### config.mk
export PLATFORM = sky130hd
export DESIGN_NAME = cnc_status_outputs
export DESIGN_NICKNAME = d
export VERILOG_FILES = /design/src/hw/cnc_status_pkg.sv /design/src/hw/cnc_status_outputs.sv /design/src/hw/reset_pulse_timer.sv /design/src/hw/switch_apply.sv
export SDC_FILE = /design/constraint.sdc
export NUM_CORES = 1
export LEC_CHECK = 0
export ABC_CLOCK_PERIOD_IN_PS = 3200
export BUFFER_PORTS_ARGS = -buffer_cell sky130_fd_sc_hd__buf_2
export CAP_MARGIN = 20
export CORE_ASPECT_RATIO = 1.75
export CORE_UTILIZATION = 53
export DETAILED_ROUTE_END_ITERATION = 10
export PLACE_DENSITY = 0.79
export SETUP_SLACK_MARGIN = 0.1
export SYNTH_ARGS = -nofsm -noshare
export SYNTH_HDL_FRONTEND = slang
export SYNTH_SLANG_ARGS = --single-unit
### constraint.sdc
create_clock -name i_mclk -period 3.2 [get_ports i_mclk]
set_input_delay 0.96 -clock i_mclk [delete_from_list [all_inputs] [get_ports i_mclk]]
set_output_delay 0.96 -clock i_mclk [all_outputs]
set_load 0.1 [all_outputs]
### src/hw/cnc_status_pkg.sv
package cnc_status_pkg;

  // ==========================================================
  // Bus and register map
  localparam int          ADDR_W       = 5;
  localparam int          DATA_W       = 32;
  localparam int          BE_W         = 4;
  localparam logic [4:0]  ADDR_MODE    = 5'h00;
  localparam logic [4:0]  ADDR_MOTION  = 5'h04;
  localparam logic [4:0]  ADDR_EVENT   = 5'h08;
  localparam logic [4:0]  ADDR_INHIBIT = 5'h0C;
  localparam logic [4:0]  ADDR_STATUS  = 5'h10;
  localparam logic [4:0]  ADDR_SWITCH  = 5'h14;
  localparam logic [31:0] RESET_ZERO   = 32'h0000_0000;

  // ==========================================================
  // Mode register fields
  localparam int MODE_JOG    = 0;
  localparam int MODE_AUTO   = 1;
  localparam int MODE_MDI    = 2;
  localparam int MODE_SINGLE = 3;
  localparam int MODE_CONV   = 4;
  localparam int MODE_LATHE  = 5;
  localparam int MODE_W      = 6;

  // ==========================================================
  // Motion register fields
  localparam int MOT_RAPID      = 0;
  localparam int MOT_TAP        = 1;
  localparam int MOT_SCREW      = 2;
  localparam int MOT_TOUCH      = 3;
  localparam int MOT_HOME       = 4;
  localparam int MOT_RIGID      = 5;
  localparam int MOT_CSS        = 6;
  localparam int MOT_RETRACE_ON = 7;
  localparam int MOT_RETRACE_OK = 8;
  localparam int MOT_BLOCK_BUSY = 9;
  localparam int MOT_LOOP_ERR   = 10;
  localparam int MOT_W          = 11;

  // ==========================================================
  // Event register fields, write one to pulse
  localparam int EV_PROG_DONE  = 0;
  localparam int EV_BLOCK_DONE = 1;
  localparam int EV_POS_REACH  = 2;
  localparam int EV_MSG_CLEAR  = 3;
  localparam int EV_ALARM      = 4;

  // ==========================================================
  // Switch codes and inhibit word layout
  localparam int          INHIBIT_W   = 23;
  localparam int          JOG_LSB     = 0;
  localparam int          JOG_POSNS   = 8;
  localparam int          FEED_LSB    = 8;
  localparam int          FEED_POSNS  = 15;
  localparam int          CODE_W      = 4;
  localparam int          SWITCH_W    = 8;
  localparam logic [3:0]  CODE_LOWEST = 4'h0;

  // ==========================================================
  // Timing
  localparam int CLK_FREQ_HZ    = 50_000_000;
  localparam int RESET_PULSE_MS = 100;
  localparam int MS_PER_S       = 1000;
  localparam int RESET_PULSE_CYCLES =
    CLK_FREQ_HZ / MS_PER_S * RESET_PULSE_MS;
  localparam int PULSE_CNT_W    = 24;

endpackage

### src/hw/cnc_status_outputs.sv
// Notes on behaviour
// Ready after clean self-test, low on fault.
// Start key press raises start status.
// Rising cycle-go request clears start status.
// PLC requests cycle-go only after start status.
// Feed hold on stop, past halt, hold low.
// Reset pulse lasts 100 ms per reset.
// Loop-broken flag on axis loop error.
// Fault low on alarm until cleared.
// Emergency output low while fault low.
// PLC emergency follows ready and fault.
// One flag per selected operating mode.
// Conversational flag one for conversational modes.
// Running from start until end or halt.
// Single block or jog ends running early.
// Jog key held keeps running high.
// One flag per executing motion type.
// Rigid tap mill only, CONSTANT_SURFACE_SPEED_ON lathe only.
// Retrace done when all blocks retraced.
// Raw and applied switch codes reported separately.
// Jog code in bits three to zero.
// Feed override code in bits seven to four.
// Inhibited feed takes nearest allowed below.
// All outputs update together on one clock.
module cnc_status_outputs #(
  parameter int RESET_PULSE_LEN = cnc_status_pkg::RESET_PULSE_CYCLES
) (
  input  wire logic                                i_mclk,
  input  wire logic                                i_rst,
  input  wire logic [cnc_status_pkg::ADDR_W-1:0]   i_address,
  input  wire logic                                i_read,
  input  wire logic                                i_write,
  input  wire logic [cnc_status_pkg::DATA_W-1:0]   i_writedata,
  input  wire logic [cnc_status_pkg::BE_W-1:0]     i_byteenable,
  output logic      [cnc_status_pkg::DATA_W-1:0]   o_readdata,
  output logic                                     o_waitrequest,
  input  wire logic                                i_selftest_done,
  input  wire logic                                i_selftest_ok,
  input  wire logic                                i_hw_fault,
  input  wire logic                                i_alarm_cause,
  input  wire logic                                i_start_key,
  input  wire logic                                i_stop_key,
  input  wire logic                                i_reset_key,
  input  wire logic                                i_jog_key,
  input  wire logic                                i_cycle_go_request,
  input  wire logic                                i_halt_n,
  input  wire logic                                i_feed_hold_n,
  input  wire logic                                i_reset_request_in,
  input  wire logic [cnc_status_pkg::SWITCH_W-1:0] i_switch_pos,
  output logic                                     o_controller_ok,
  output logic                                     o_start_key_status,
  output logic                                     o_feed_hold_status,
  output logic                                     o_reset_pulse_out,
  output logic                                     o_position_loop_broken,
  output logic                                     o_fault_n,
  output logic                                     o_emergency_n,
  output logic                                     o_jog_mode,
  output logic                                     o_auto_mode_active,
  output logic                                     o_manual_data_input_mode,
  output logic                                     o_single_block_mode,
  output logic                                     o_conversational_mode_flag,
  output logic                                     o_program_running,
  output logic                                     o_rapid_active,
  output logic                                     o_canned_tap_cycle_active,
  output logic                                     o_screw_cut_active,
  output logic                                     o_touch_measure_active,
  output logic                                     o_home_search_active,
  output logic                                     o_synchronous_tap_active,
  output logic                                     o_constant_surface_speed_on,
  output logic                                     o_retrace_done,
  output logic [cnc_status_pkg::SWITCH_W-1:0]      o_raw_switch_code,
  output logic [cnc_status_pkg::SWITCH_W-1:0]      o_applied_switch_code
);
  import cnc_status_pkg::*;

  // ==========================================================
  // Register bus slave with one wait cycle per access.
  function automatic logic [DATA_W-1:0] merge_bytes(
    input logic [DATA_W-1:0] old_val,
    input logic [DATA_W-1:0] new_val,
    input logic [BE_W-1:0]   be
  );
    logic [DATA_W-1:0] res;
    res = old_val;
    for (int b = 0; b < BE_W; b++) begin
      if (be[b]) begin
        res[b*8 +: 8] = new_val[b*8 +: 8];
      end
    end
    return res;
  endfunction

  logic                 req;
  logic                 wr_now;
  logic [DATA_W-1:0]    mode_reg;
  logic [DATA_W-1:0]    motion_reg;
  logic [DATA_W-1:0]    inhibit_reg;
  logic [DATA_W-1:0]    event_next;
  logic [DATA_W-1:0]    rd_next;
  logic [DATA_W-1:0]    status_word;
  logic [SWITCH_W-1:0]  applied_next;

  assign req    = i_read | i_write;
  assign wr_now = i_write & ~o_waitrequest;

  always_ff @(posedge i_mclk) begin
    if (i_rst) begin
      o_waitrequest <= 1'b1;
    end else begin
      o_waitrequest <= ~(req & o_waitrequest);
    end
  end

  always_ff @(posedge i_mclk) begin
    if (i_rst) begin
      mode_reg    <= RESET_ZERO;
      motion_reg  <= RESET_ZERO;
      inhibit_reg <= RESET_ZERO;
    end else if (wr_now) begin
      if (i_address == ADDR_MODE) begin
        mode_reg <= merge_bytes(mode_reg, i_writedata, i_byteenable)
                    & DATA_W'((1 << MODE_W) - 1);
      end
      if (i_address == ADDR_MOTION) begin
        motion_reg <= merge_bytes(motion_reg, i_writedata,
                                  i_byteenable)
                      & DATA_W'((1 << MOT_W) - 1);
      end
      if (i_address == ADDR_INHIBIT) begin
        inhibit_reg <= merge_bytes(inhibit_reg, i_writedata,
                                   i_byteenable)
                       & DATA_W'((1 << INHIBIT_W) - 1);
      end
    end
  end

  always_comb begin
    if (wr_now && i_address == ADDR_EVENT) begin
      event_next = merge_bytes(RESET_ZERO, i_writedata, i_byteenable);
    end else begin
      event_next = RESET_ZERO;
    end
  end

  always_comb begin
    status_word = RESET_ZERO;
    status_word[0]  = o_controller_ok;
    status_word[1]  = o_start_key_status;
    status_word[2]  = o_feed_hold_status;
    status_word[3]  = o_reset_pulse_out;
    status_word[4]  = o_position_loop_broken;
    status_word[5]  = o_fault_n;
    status_word[6]  = o_emergency_n;
    status_word[7]  = o_program_running;
    status_word[8]  = o_retrace_done;
  end

  always_comb begin
    unique case (i_address)
      ADDR_MODE:    rd_next = mode_reg;
      ADDR_MOTION:  rd_next = motion_reg;
      ADDR_INHIBIT: rd_next = inhibit_reg;
      ADDR_STATUS:  rd_next = status_word;
      ADDR_SWITCH:  rd_next = {16'h0000, o_applied_switch_code,
                               o_raw_switch_code};
      default:      rd_next = RESET_ZERO;
    endcase
  end

  always_ff @(posedge i_mclk) begin
    if (i_rst) begin
      o_readdata <= RESET_ZERO;
    end else if (i_read && o_waitrequest) begin
      o_readdata <= rd_next;
    end
  end

  // ==========================================================
  // Readiness, alarm and emergency.
  logic msg_pending_reg;
  logic fault_now;

  always_ff @(posedge i_mclk) begin
    if (i_rst) begin
      o_controller_ok <= 1'b0;
    end else if (i_hw_fault) begin
      o_controller_ok <= 1'b0;
    end else if (i_selftest_done && i_selftest_ok) begin
      o_controller_ok <= 1'b1;
    end
  end

  // The message stays until software clears it; a new alarm wins.
  always_ff @(posedge i_mclk) begin
    if (i_rst) begin
      msg_pending_reg <= 1'b0;
    end else if (i_alarm_cause || event_next[EV_ALARM]) begin
      msg_pending_reg <= 1'b1;
    end else if (event_next[EV_MSG_CLEAR]) begin
      msg_pending_reg <= 1'b0;
    end
  end

  assign fault_now = i_alarm_cause | msg_pending_reg
                     | event_next[EV_ALARM];

  always_ff @(posedge i_mclk) begin
    if (i_rst) begin
      o_fault_n     <= 1'b1;
      o_emergency_n <= 1'b1;
    end else begin
      o_fault_n     <= ~fault_now;
      o_emergency_n <= ~fault_now;
    end
  end

  // ==========================================================
  // Cycle start handshake, feed hold and reset pulse.
  logic go_prev_reg;
  logic go_rise;
  logic rst_req_prev_reg;
  logic reset_event;
  logic pulse_active;

  always_ff @(posedge i_mclk) begin
    if (i_rst) begin
      go_prev_reg      <= 1'b0;
      rst_req_prev_reg <= 1'b0;
    end else begin
      go_prev_reg      <= i_cycle_go_request;
      rst_req_prev_reg <= i_reset_request_in;
    end
  end

  assign go_rise     = i_cycle_go_request & ~go_prev_reg;
  assign reset_event = i_reset_key
                       | (i_reset_request_in & ~rst_req_prev_reg);

  // A key press in the clearing cycle keeps the status set.
  always_ff @(posedge i_mclk) begin
    if (i_rst) begin
      o_start_key_status <= 1'b0;
    end else if (i_start_key) begin
      o_start_key_status <= 1'b1;
    end else if (go_rise || reset_event) begin
      o_start_key_status <= 1'b0;
    end
  end

  logic hold_latch_reg;

  always_ff @(posedge i_mclk) begin
    if (i_rst) begin
      hold_latch_reg <= 1'b0;
    end else if (i_stop_key || !i_halt_n) begin
      hold_latch_reg <= 1'b1;
    end else if (go_rise || reset_event) begin
      hold_latch_reg <= 1'b0;
    end
  end

  always_ff @(posedge i_mclk) begin
    if (i_rst) begin
      o_feed_hold_status <= 1'b0;
    end else begin
      o_feed_hold_status <= hold_latch_reg | i_stop_key | ~i_halt_n
                            | ~i_feed_hold_n;
    end
  end

  reset_pulse_timer #(
    .CYCLES (RESET_PULSE_LEN)
  ) u_reset_pulse (
    .i_mclk    (i_mclk),
    .i_rst     (i_rst),
    .i_trigger (reset_event),
    .o_active  (pulse_active)
  );

  assign o_reset_pulse_out = pulse_active;

  // ==========================================================
  // Program running.
  logic run_latch_reg;
  logic run_stop;

  assign run_stop = event_next[EV_PROG_DONE] | i_stop_key | ~i_halt_n
                    | reset_event
                    | (mode_reg[MODE_SINGLE] & event_next[EV_BLOCK_DONE])
                    | (mode_reg[MODE_JOG] & event_next[EV_POS_REACH]);

  always_ff @(posedge i_mclk) begin
    if (i_rst) begin
      run_latch_reg <= 1'b0;
    end else if (run_stop) begin
      run_latch_reg <= 1'b0;
    end else if (go_rise) begin
      run_latch_reg <= 1'b1;
    end
  end

  always_ff @(posedge i_mclk) begin
    if (i_rst) begin
      o_program_running <= 1'b0;
    end else begin
      o_program_running <= (run_latch_reg & ~run_stop)
                           | motion_reg[MOT_BLOCK_BUSY]
                           | (mode_reg[MODE_JOG] & i_jog_key);
    end
  end

  // ==========================================================
  // Mode, motion and switch flags, all from one clock edge.
  always_ff @(posedge i_mclk) begin
    if (i_rst) begin
      o_jog_mode                  <= 1'b0;
      o_auto_mode_active          <= 1'b0;
      o_manual_data_input_mode    <= 1'b0;
      o_single_block_mode         <= 1'b0;
      o_conversational_mode_flag  <= 1'b0;
      o_position_loop_broken      <= 1'b0;
      o_rapid_active              <= 1'b0;
      o_canned_tap_cycle_active   <= 1'b0;
      o_screw_cut_active          <= 1'b0;
      o_touch_measure_active      <= 1'b0;
      o_home_search_active        <= 1'b0;
      o_synchronous_tap_active    <= 1'b0;
      o_constant_surface_speed_on <= 1'b0;
      o_retrace_done              <= 1'b0;
      o_raw_switch_code           <= '0;
      o_applied_switch_code       <= '0;
    end else begin
      o_jog_mode                 <= mode_reg[MODE_JOG];
      o_auto_mode_active         <= mode_reg[MODE_AUTO];
      o_manual_data_input_mode   <= mode_reg[MODE_MDI];
      o_single_block_mode        <= mode_reg[MODE_SINGLE];
      o_conversational_mode_flag <= mode_reg[MODE_CONV];
      o_position_loop_broken     <= motion_reg[MOT_LOOP_ERR];
      o_rapid_active             <= motion_reg[MOT_RAPID];
      o_canned_tap_cycle_active  <= motion_reg[MOT_TAP];
      o_screw_cut_active         <= motion_reg[MOT_SCREW];
      o_touch_measure_active     <= motion_reg[MOT_TOUCH];
      o_home_search_active       <= motion_reg[MOT_HOME];
      o_synchronous_tap_active   <= motion_reg[MOT_RIGID]
                                    & ~mode_reg[MODE_LATHE];
      o_constant_surface_speed_on <= motion_reg[MOT_CSS]
                                     & mode_reg[MODE_LATHE];
      o_retrace_done             <= motion_reg[MOT_RETRACE_ON]
                                    & motion_reg[MOT_RETRACE_OK];
      o_raw_switch_code          <= i_switch_pos;
      o_applied_switch_code      <= applied_next;
    end
  end

  switch_apply u_switch_apply (
    .i_raw     (i_switch_pos),
    .i_inhibit (inhibit_reg[INHIBIT_W-1:0]),
    .o_applied (applied_next)
  );

  // ==========================================================
  // Checks.
  start_clear_a: assert property (@(posedge i_mclk) disable iff (i_rst)
    go_rise && !i_start_key |=> !o_start_key_status)
    else $error("start status not cleared by go edge");

  start_set_a: assert property (@(posedge i_mclk) disable iff (i_rst)
    i_start_key |=> o_start_key_status)
    else $error("start key not reported");

  hold_stick_a: assert property (@(posedge i_mclk) disable iff (i_rst)
    !i_halt_n ##1 (i_halt_n && !go_rise && !reset_event) |=>
      o_feed_hold_status)
    else $error("feed hold lost after halt released");

  pulse_len_a: assert property (@(posedge i_mclk) disable iff (i_rst)
    reset_event |=> o_reset_pulse_out [*8])
    else $error("reset pulse too short");

  emerg_follow_a: assert property (@(posedge i_mclk)
    disable iff (i_rst) !o_fault_n |-> !o_emergency_n)
    else $error("emergency not held with fault");

  fault_hold_a: assert property (@(posedge i_mclk) disable iff (i_rst)
    i_alarm_cause ##1 (!i_alarm_cause && !event_next[EV_MSG_CLEAR])
      |=> !o_fault_n)
    else $error("fault released before message cleared");

  ready_drop_a: assert property (@(posedge i_mclk) disable iff (i_rst)
    i_hw_fault |=> !o_controller_ok)
    else $error("ready kept high on hardware fault");

  run_single_a: assert property (@(posedge i_mclk) disable iff (i_rst)
    mode_reg[MODE_SINGLE] && event_next[EV_BLOCK_DONE]
      && !motion_reg[MOT_BLOCK_BUSY] && !mode_reg[MODE_JOG]
      |=> !o_program_running)
    else $error("running kept after single block");

  model_only_a: assert property (@(posedge i_mclk) disable iff (i_rst)
    !(o_synchronous_tap_active && o_constant_surface_speed_on))
    else $error("rigid tap and surface speed on one model");

  feed_code_a: assert property (@(posedge i_mclk) disable iff (i_rst)
    inhibit_reg[FEED_LSB +: FEED_POSNS] == '0 && $stable(i_switch_pos)
      |=> o_applied_switch_code[7:4] == o_raw_switch_code[7:4])
    else $error("applied feed code differs without inhibit");

endmodule

### src/hw/reset_pulse_timer.sv
module reset_pulse_timer #(
  parameter int CYCLES = cnc_status_pkg::RESET_PULSE_CYCLES
) (
  input  wire logic i_mclk,
  input  wire logic i_rst,
  input  wire logic i_trigger,
  output logic      o_active
);
  import cnc_status_pkg::*;

  logic [PULSE_CNT_W-1:0] count_reg;

  // ==========================================================
  // A new trigger restarts the full pulse length.
  always_ff @(posedge i_mclk) begin
    if (i_rst) begin
      count_reg <= '0;
      o_active  <= 1'b0;
    end else if (i_trigger) begin
      count_reg <= PULSE_CNT_W'(CYCLES - 1);
      o_active  <= 1'b1;
    end else if (count_reg != '0) begin
      count_reg <= count_reg - 1'b1;
    end else begin
      o_active <= 1'b0;
    end
  end

endmodule

### src/hw/switch_apply.sv
module switch_apply (
  input  wire logic [cnc_status_pkg::SWITCH_W-1:0]  i_raw,
  input  wire logic [cnc_status_pkg::INHIBIT_W-1:0] i_inhibit,
  output logic      [cnc_status_pkg::SWITCH_W-1:0]  o_applied
);
  import cnc_status_pkg::*;

  // ==========================================================
  // Nearest allowed position at or below the selected one.
  function automatic logic [CODE_W-1:0] pick_below(
    input logic [CODE_W-1:0] pos,
    input logic [15:0]       allowed
  );
    logic [CODE_W-1:0] res;
    res = CODE_LOWEST;
    for (int i = 0; i < 16; i++) begin
      if (allowed[i] && (CODE_W'(i) <= pos)) begin
        res = CODE_W'(i);
      end
    end
    return res;
  endfunction

  logic [15:0] jog_ok;
  logic [15:0] feed_ok;
  logic [3:0]  jog_raw;
  logic [3:0]  feed_raw;

  assign jog_raw  = i_raw[3:0];
  assign feed_raw = i_raw[7:4];
  assign jog_ok   = {8'h00, ~i_inhibit[JOG_LSB +: JOG_POSNS]};
  assign feed_ok  = {1'b0, ~i_inhibit[FEED_LSB +: FEED_POSNS]};

  always_comb begin
    o_applied[7:4] = pick_below(feed_raw, feed_ok);
    if (jog_raw >= CODE_W'(JOG_POSNS)) begin
      o_applied[3:0] = jog_raw;
    end else begin
      o_applied[3:0] = pick_below(jog_raw, jog_ok);
    end
  end

endmodule

==> report_table.html <==
<table>
<tr><th>Metric</th><th>Value</th></tr>
<tr><th colspan="2">STA</th></tr>
<tr><td>Slew Limit Headroom</td><td>0.532</td></tr>
<tr><td>Final-report max-slew violation count</td><td>0</td></tr>
<tr><td>Setup tns final</td><td>0 ns</td></tr>
<tr><td>Clock period minus final worst setup slack</td><td>~2.7 ns</td></tr>
<tr><td>Worst hold slack after final layout</td><td>0.458 ns</td></tr>
<tr><td>Endpoints failing hold</td><td>0</td></tr>
<tr><td>Clock skew</td><td>0.00836 ns</td></tr>
<tr><td>Final cycle utilization of the critical path</td><td>0.830</td></tr>
<tr><td>Transition time of the tightest slew-check pin</td><td>0.685 ns</td></tr>
<tr><td>Upper clock frequency limit</td><td>377 MHz</td></tr>
<tr><td>Final number of setup-violating endpoints</td><td>0</td></tr>
<tr><td>Unrepaired setup endpoints after global routing</td><td>false</td></tr>
<tr><th colspan="2">CTS</th></tr>
<tr><td>Number of levels the H-tree was split into</td><td>4</td></tr>
<tr><td>Resized cells post-CTS</td><td>0</td></tr>
<tr><td>CTS hold repair buffers</td><td>0</td></tr>
<tr><td>Max Buffers Root-to-Sink</td><td>2</td></tr>
<tr><td>Inserted Clock Buffers</td><td>17</td></tr>
<tr><td>Post-CTS setup buffer count</td><td>0</td></tr>
<tr><td>Clock-pin slew on the worst setup and hold paths</td><td>0.06 ns</td></tr>
<tr><td>Root buffer cell</td><td>clkbuf_16</td></tr>
<tr><td>Clock tree from TritonCTS</td><td>done</td></tr>
<tr><td>Number of sinks on the clock net</td><td>129</td></tr>
<tr><td>Clock latency at the later pin of the worst-skew pair</td><td>0.42 ns</td></tr>
<tr><th colspan="2">Die</th></tr>
<tr><td>Width of the die</td><td>79.7 um</td></tr>
<tr><td>Initial Utilization</td><td>0.543</td></tr>
<tr><td>Chip height</td><td>138 um</td></tr>
<tr><td>Top Ports</td><td>135</td></tr>
<tr><td>Placeable core area</td><td>between 0.01 and 0.015 mm^2</td></tr>
<tr><td>Overall die area</td><td>0.0110 mm^2</td></tr>
<tr><td>Total number of placement rows</td><td>49</td></tr>
<tr><th colspan="2">Power and ir drop</th></tr>
<tr><td>Worst ir drop on vdd</td><td>0.465 mV</td></tr>
<tr><td>Leakage</td><td>~2.7 nW</td></tr>
<tr><td>Power density normalized to cell area</td><td>between 600 and 700 mW/mm^2</td></tr>
<tr><th colspan="2">Finish</th></tr>
<tr><td>Layout Cell Area excl Fill</td><td>0.00684 mm^2</td></tr>
<tr><td>Flip-flop count of the largest register, all copies and words added</td><td>24</td></tr>
<tr><td>Count of nets after finishing</td><td>787</td></tr>
<tr><td>Antenna diode instance count</td><td>0</td></tr>
<tr><td>Area growth from synthesis to layout</td><td>22.3%</td></tr>
<tr><td>Share of cells above drive strength 1</td><td>0.244</td></tr>
<tr><th colspan="2">Routing</th></tr>
<tr><td>Drt first pass iters</td><td>7</td></tr>
<tr><td>DRC violation total after the first TritonRoute iteration</td><td>418</td></tr>
<tr><td>Routed wire per std cell</td><td>18.4 um</td></tr>
<tr><td>Vias per inst</td><td>6.04</td></tr>
<tr><td>Number of antenna-violating nets in the routed design</td><td>0</td></tr>
<tr><td>Via count</td><td>5203</td></tr>
<tr><td>Remaining DRCs</td><td>0</td></tr>
<tr><td>Total detailed-routing wirelength</td><td>15.8 mm</td></tr>
<tr><th colspan="2">Logic synthesis</th></tr>
<tr><td>Netlist area before placement</td><td>about 0.0056 mm^2</td></tr>
<tr><td>Count of mapped cells out of synthesis</td><td>616</td></tr>
<tr><td>Proportion of synthesized chip area in sequential cells</td><td>0.462</td></tr>
<tr><td>Number of enable flip-flop cells after synthesis</td><td>0</td></tr>
<tr><td>Synthesized area per cell</td><td>9.08 um^2</td></tr>
<tr><td>Dominant register cell in the synthesized netlist</td><td>dfxtp_1</td></tr>
<tr><td>Synth cell count leaders</td><td>129 x dfxtp_1, 78 x nor2_1, 46 x a21oi_1, 40 x mux2i_1, 35 x clkbuf_1</td></tr>
<tr><td>Number of unique standard cell types used by synthesis</td><td>slightly below 60</td></tr>
<tr><td>Fraction of post-synthesis cell area in the top cell type by area</td><td>0.462</td></tr>
<tr><td>Async set-or-reset flop fraction in the synthesized netlist</td><td>0</td></tr>
<tr><td>Top cells by area in the synthesized netlist</td><td>dfxtp_1 46%, mux2i_1 7.2%, nor2_1 5.2%</td></tr>
<tr><td>Yosys warning total</td><td>0</td></tr>
<tr><td>Leading area contributor after synthesis</td><td>dfxtp_1</td></tr>
<tr><td>Flip-flop and latch count after synthesis</td><td>129</td></tr>
<tr><td>Most frequent cell after synthesis</td><td>dfxtp_1</td></tr>
<tr><th colspan="2">Place</th></tr>
<tr><td>I/O Buffers</td><td>115</td></tr>
<tr><td>Post-DP HPWL</td><td>11.0 mm</td></tr>
<tr><td>Final weighted congestion in routability-driven placement</td><td>around 0.9</td></tr>
<tr><td>Placed Instance Area</td><td>0.00622 mm^2</td></tr>
<tr><th colspan="2">Flow run</th></tr>
<tr><td>Maxcap violations</td><td>0</td></tr>
<tr><th colspan="2">Global routing</th></tr>
<tr><td>GRT Overall Usage</td><td>0.299</td></tr>
<tr><td>Via count of the first global-routing pass</td><td>5008</td></tr>
<tr><td>Global-route congestion overflow total</td><td>0</td></tr>
<tr><td>Wire length of the first global-routing pass</td><td>24.6 mm</td></tr>
<tr><td>Antenna violations before repair</td><td>0</td></tr>
<tr><td>Largest net degree at the start of global routing</td><td>42</td></tr>
<tr><th colspan="2">Worst hold path</th></tr>
<tr><td>Hold crit path type</td><td>register to register</td></tr>
<tr><th colspan="2">Setup path</th></tr>
<tr><td>CP Launch Type</td><td>register</td></tr>
<tr><td>CP Class</td><td>register to register</td></tr>
<tr><td>Highest fanout seen on the critical path</td><td>11</td></tr>
<tr><td>CP Data Arrival Time</td><td>approximately 3 ns</td></tr>
<tr><td>Required time of the critical path</td><td>3.55 ns</td></tr>
<tr><td>Critical path capture point type</td><td>register</td></tr>
<tr><th colspan="2">Run status</th></tr>
<tr><td>Status</td><td>finished clean</td></tr>
</table>
## through the flow
stage | setup slack, ns | utilization | std cells | power, W
3_3_place_gp | 0.379 | 0.604 | 829 | 0.00218
4_1_cts | 0.560 | 0.664 | 861 | 0.00418
6_report | 0.545 | 0.664 | 861 | 0.00417
5_1_grt | 0.392 | 0.664 | 861 | 0.00428
2_1_floorplan | 0.682 | - | 624 | 0.00208
3_5_place_dp | 0.334 | 0.604 | 829 | 0.00219
## layout make-up
class / instances / area (um^2)
Multi-Input combinational cell: 429 / 2740
Sequential cell: 129 / 2580
Clock buffer: 18 / 439
Inverter: 15 / 56.3
Clock inverter: 14 / 179
Tap cell: 127 / 159
Fill cell: 842 / 3460
Timing Repair Buffer: 129 / 683
## power breakdown
part	internal, W	switching, W
combinational	0.000118	0.000370
sequential	0.00164	0.0000300
clock	0.00126	0.000750
## worst max-delay path, stage by stage, from the launching register on
cell and delay, ns:
dfxtp_1 0.34, or4_4 0.58, or4_1 0.63, o21ai_1 0.65, o21ai_0 0.19, a31oi_1 0.20
## cell families after synthesis
logic type,count (synthesis),share of synthesized area
compound gates,152,0.180
xor+xnor,13,0.0203
fa+ha+maj,1,0.00224
buf+inv,66,0.0537
flops,129,0.462
mux,50,0.0957
other cells,1,0.000670
simple gates,204,0.186
## path summary, 6_finish.rpt
path | start | end | slack (ns) | depth (start not counted)
min reg2reg | o_readdata[19]$_SDFFE_PP0P_ | o_readdata[19]$_SDFFE_PP0P_ | 0.46 | 2
max reg2reg | u_reset_pulse.count_reg[14]$_SDFFE_PP0P_ | u_reset_pulse.count_reg[11]$_SDFFE_PP0P_ | 0.54 | 5
min | o_readdata[19]$_SDFFE_PP0P_ | o_readdata[19]$_SDFFE_PP0P_ | 0.46 | 2
max | u_reset_pulse.count_reg[14]$_SDFFE_PP0P_ | u_reset_pulse.count_reg[11]$_SDFFE_PP0P_ | 0.54 | 5
## placed cells by master, fill, tap and decap left out, drive strengths merged, types with 3 or more instances in the layout
cell type / count
dfxtp: 129
buf: 129
nor2: 78
a21oi: 46
mux2i: 40
nand2: 25
o21ai: 23
nor2b: 21
inv: 19
nor3: 18
clkbuf: 18
nand3: 15
a2bb2oi: 15
and3: 10
a31oi: 10
or3: 10
conb: 9
a211oi: 8
xnor2: 8
a22oi: 8
mux2: 8
nor4: 8
and2: 5
a221oi: 5
xor2: 5
a222oi: 5
clkinv: 5
o21bai: 4
o22ai: 4
o21a: 4
a22o: 4
o211ai: 3
nand4: 3
bufinv: 3
## metal layers
| metal | track usage | part of all wire |
|---|---|---|
| met5 | 0 | 0 |
| met1 | 0.317 | 0.37 |
| met4 | 0.181 | 0.043 |
| met2 | 0.532 | 0.53 |
| met3 | 0.0612 | 0.061 |
Power figures use the tool's default switching activity.
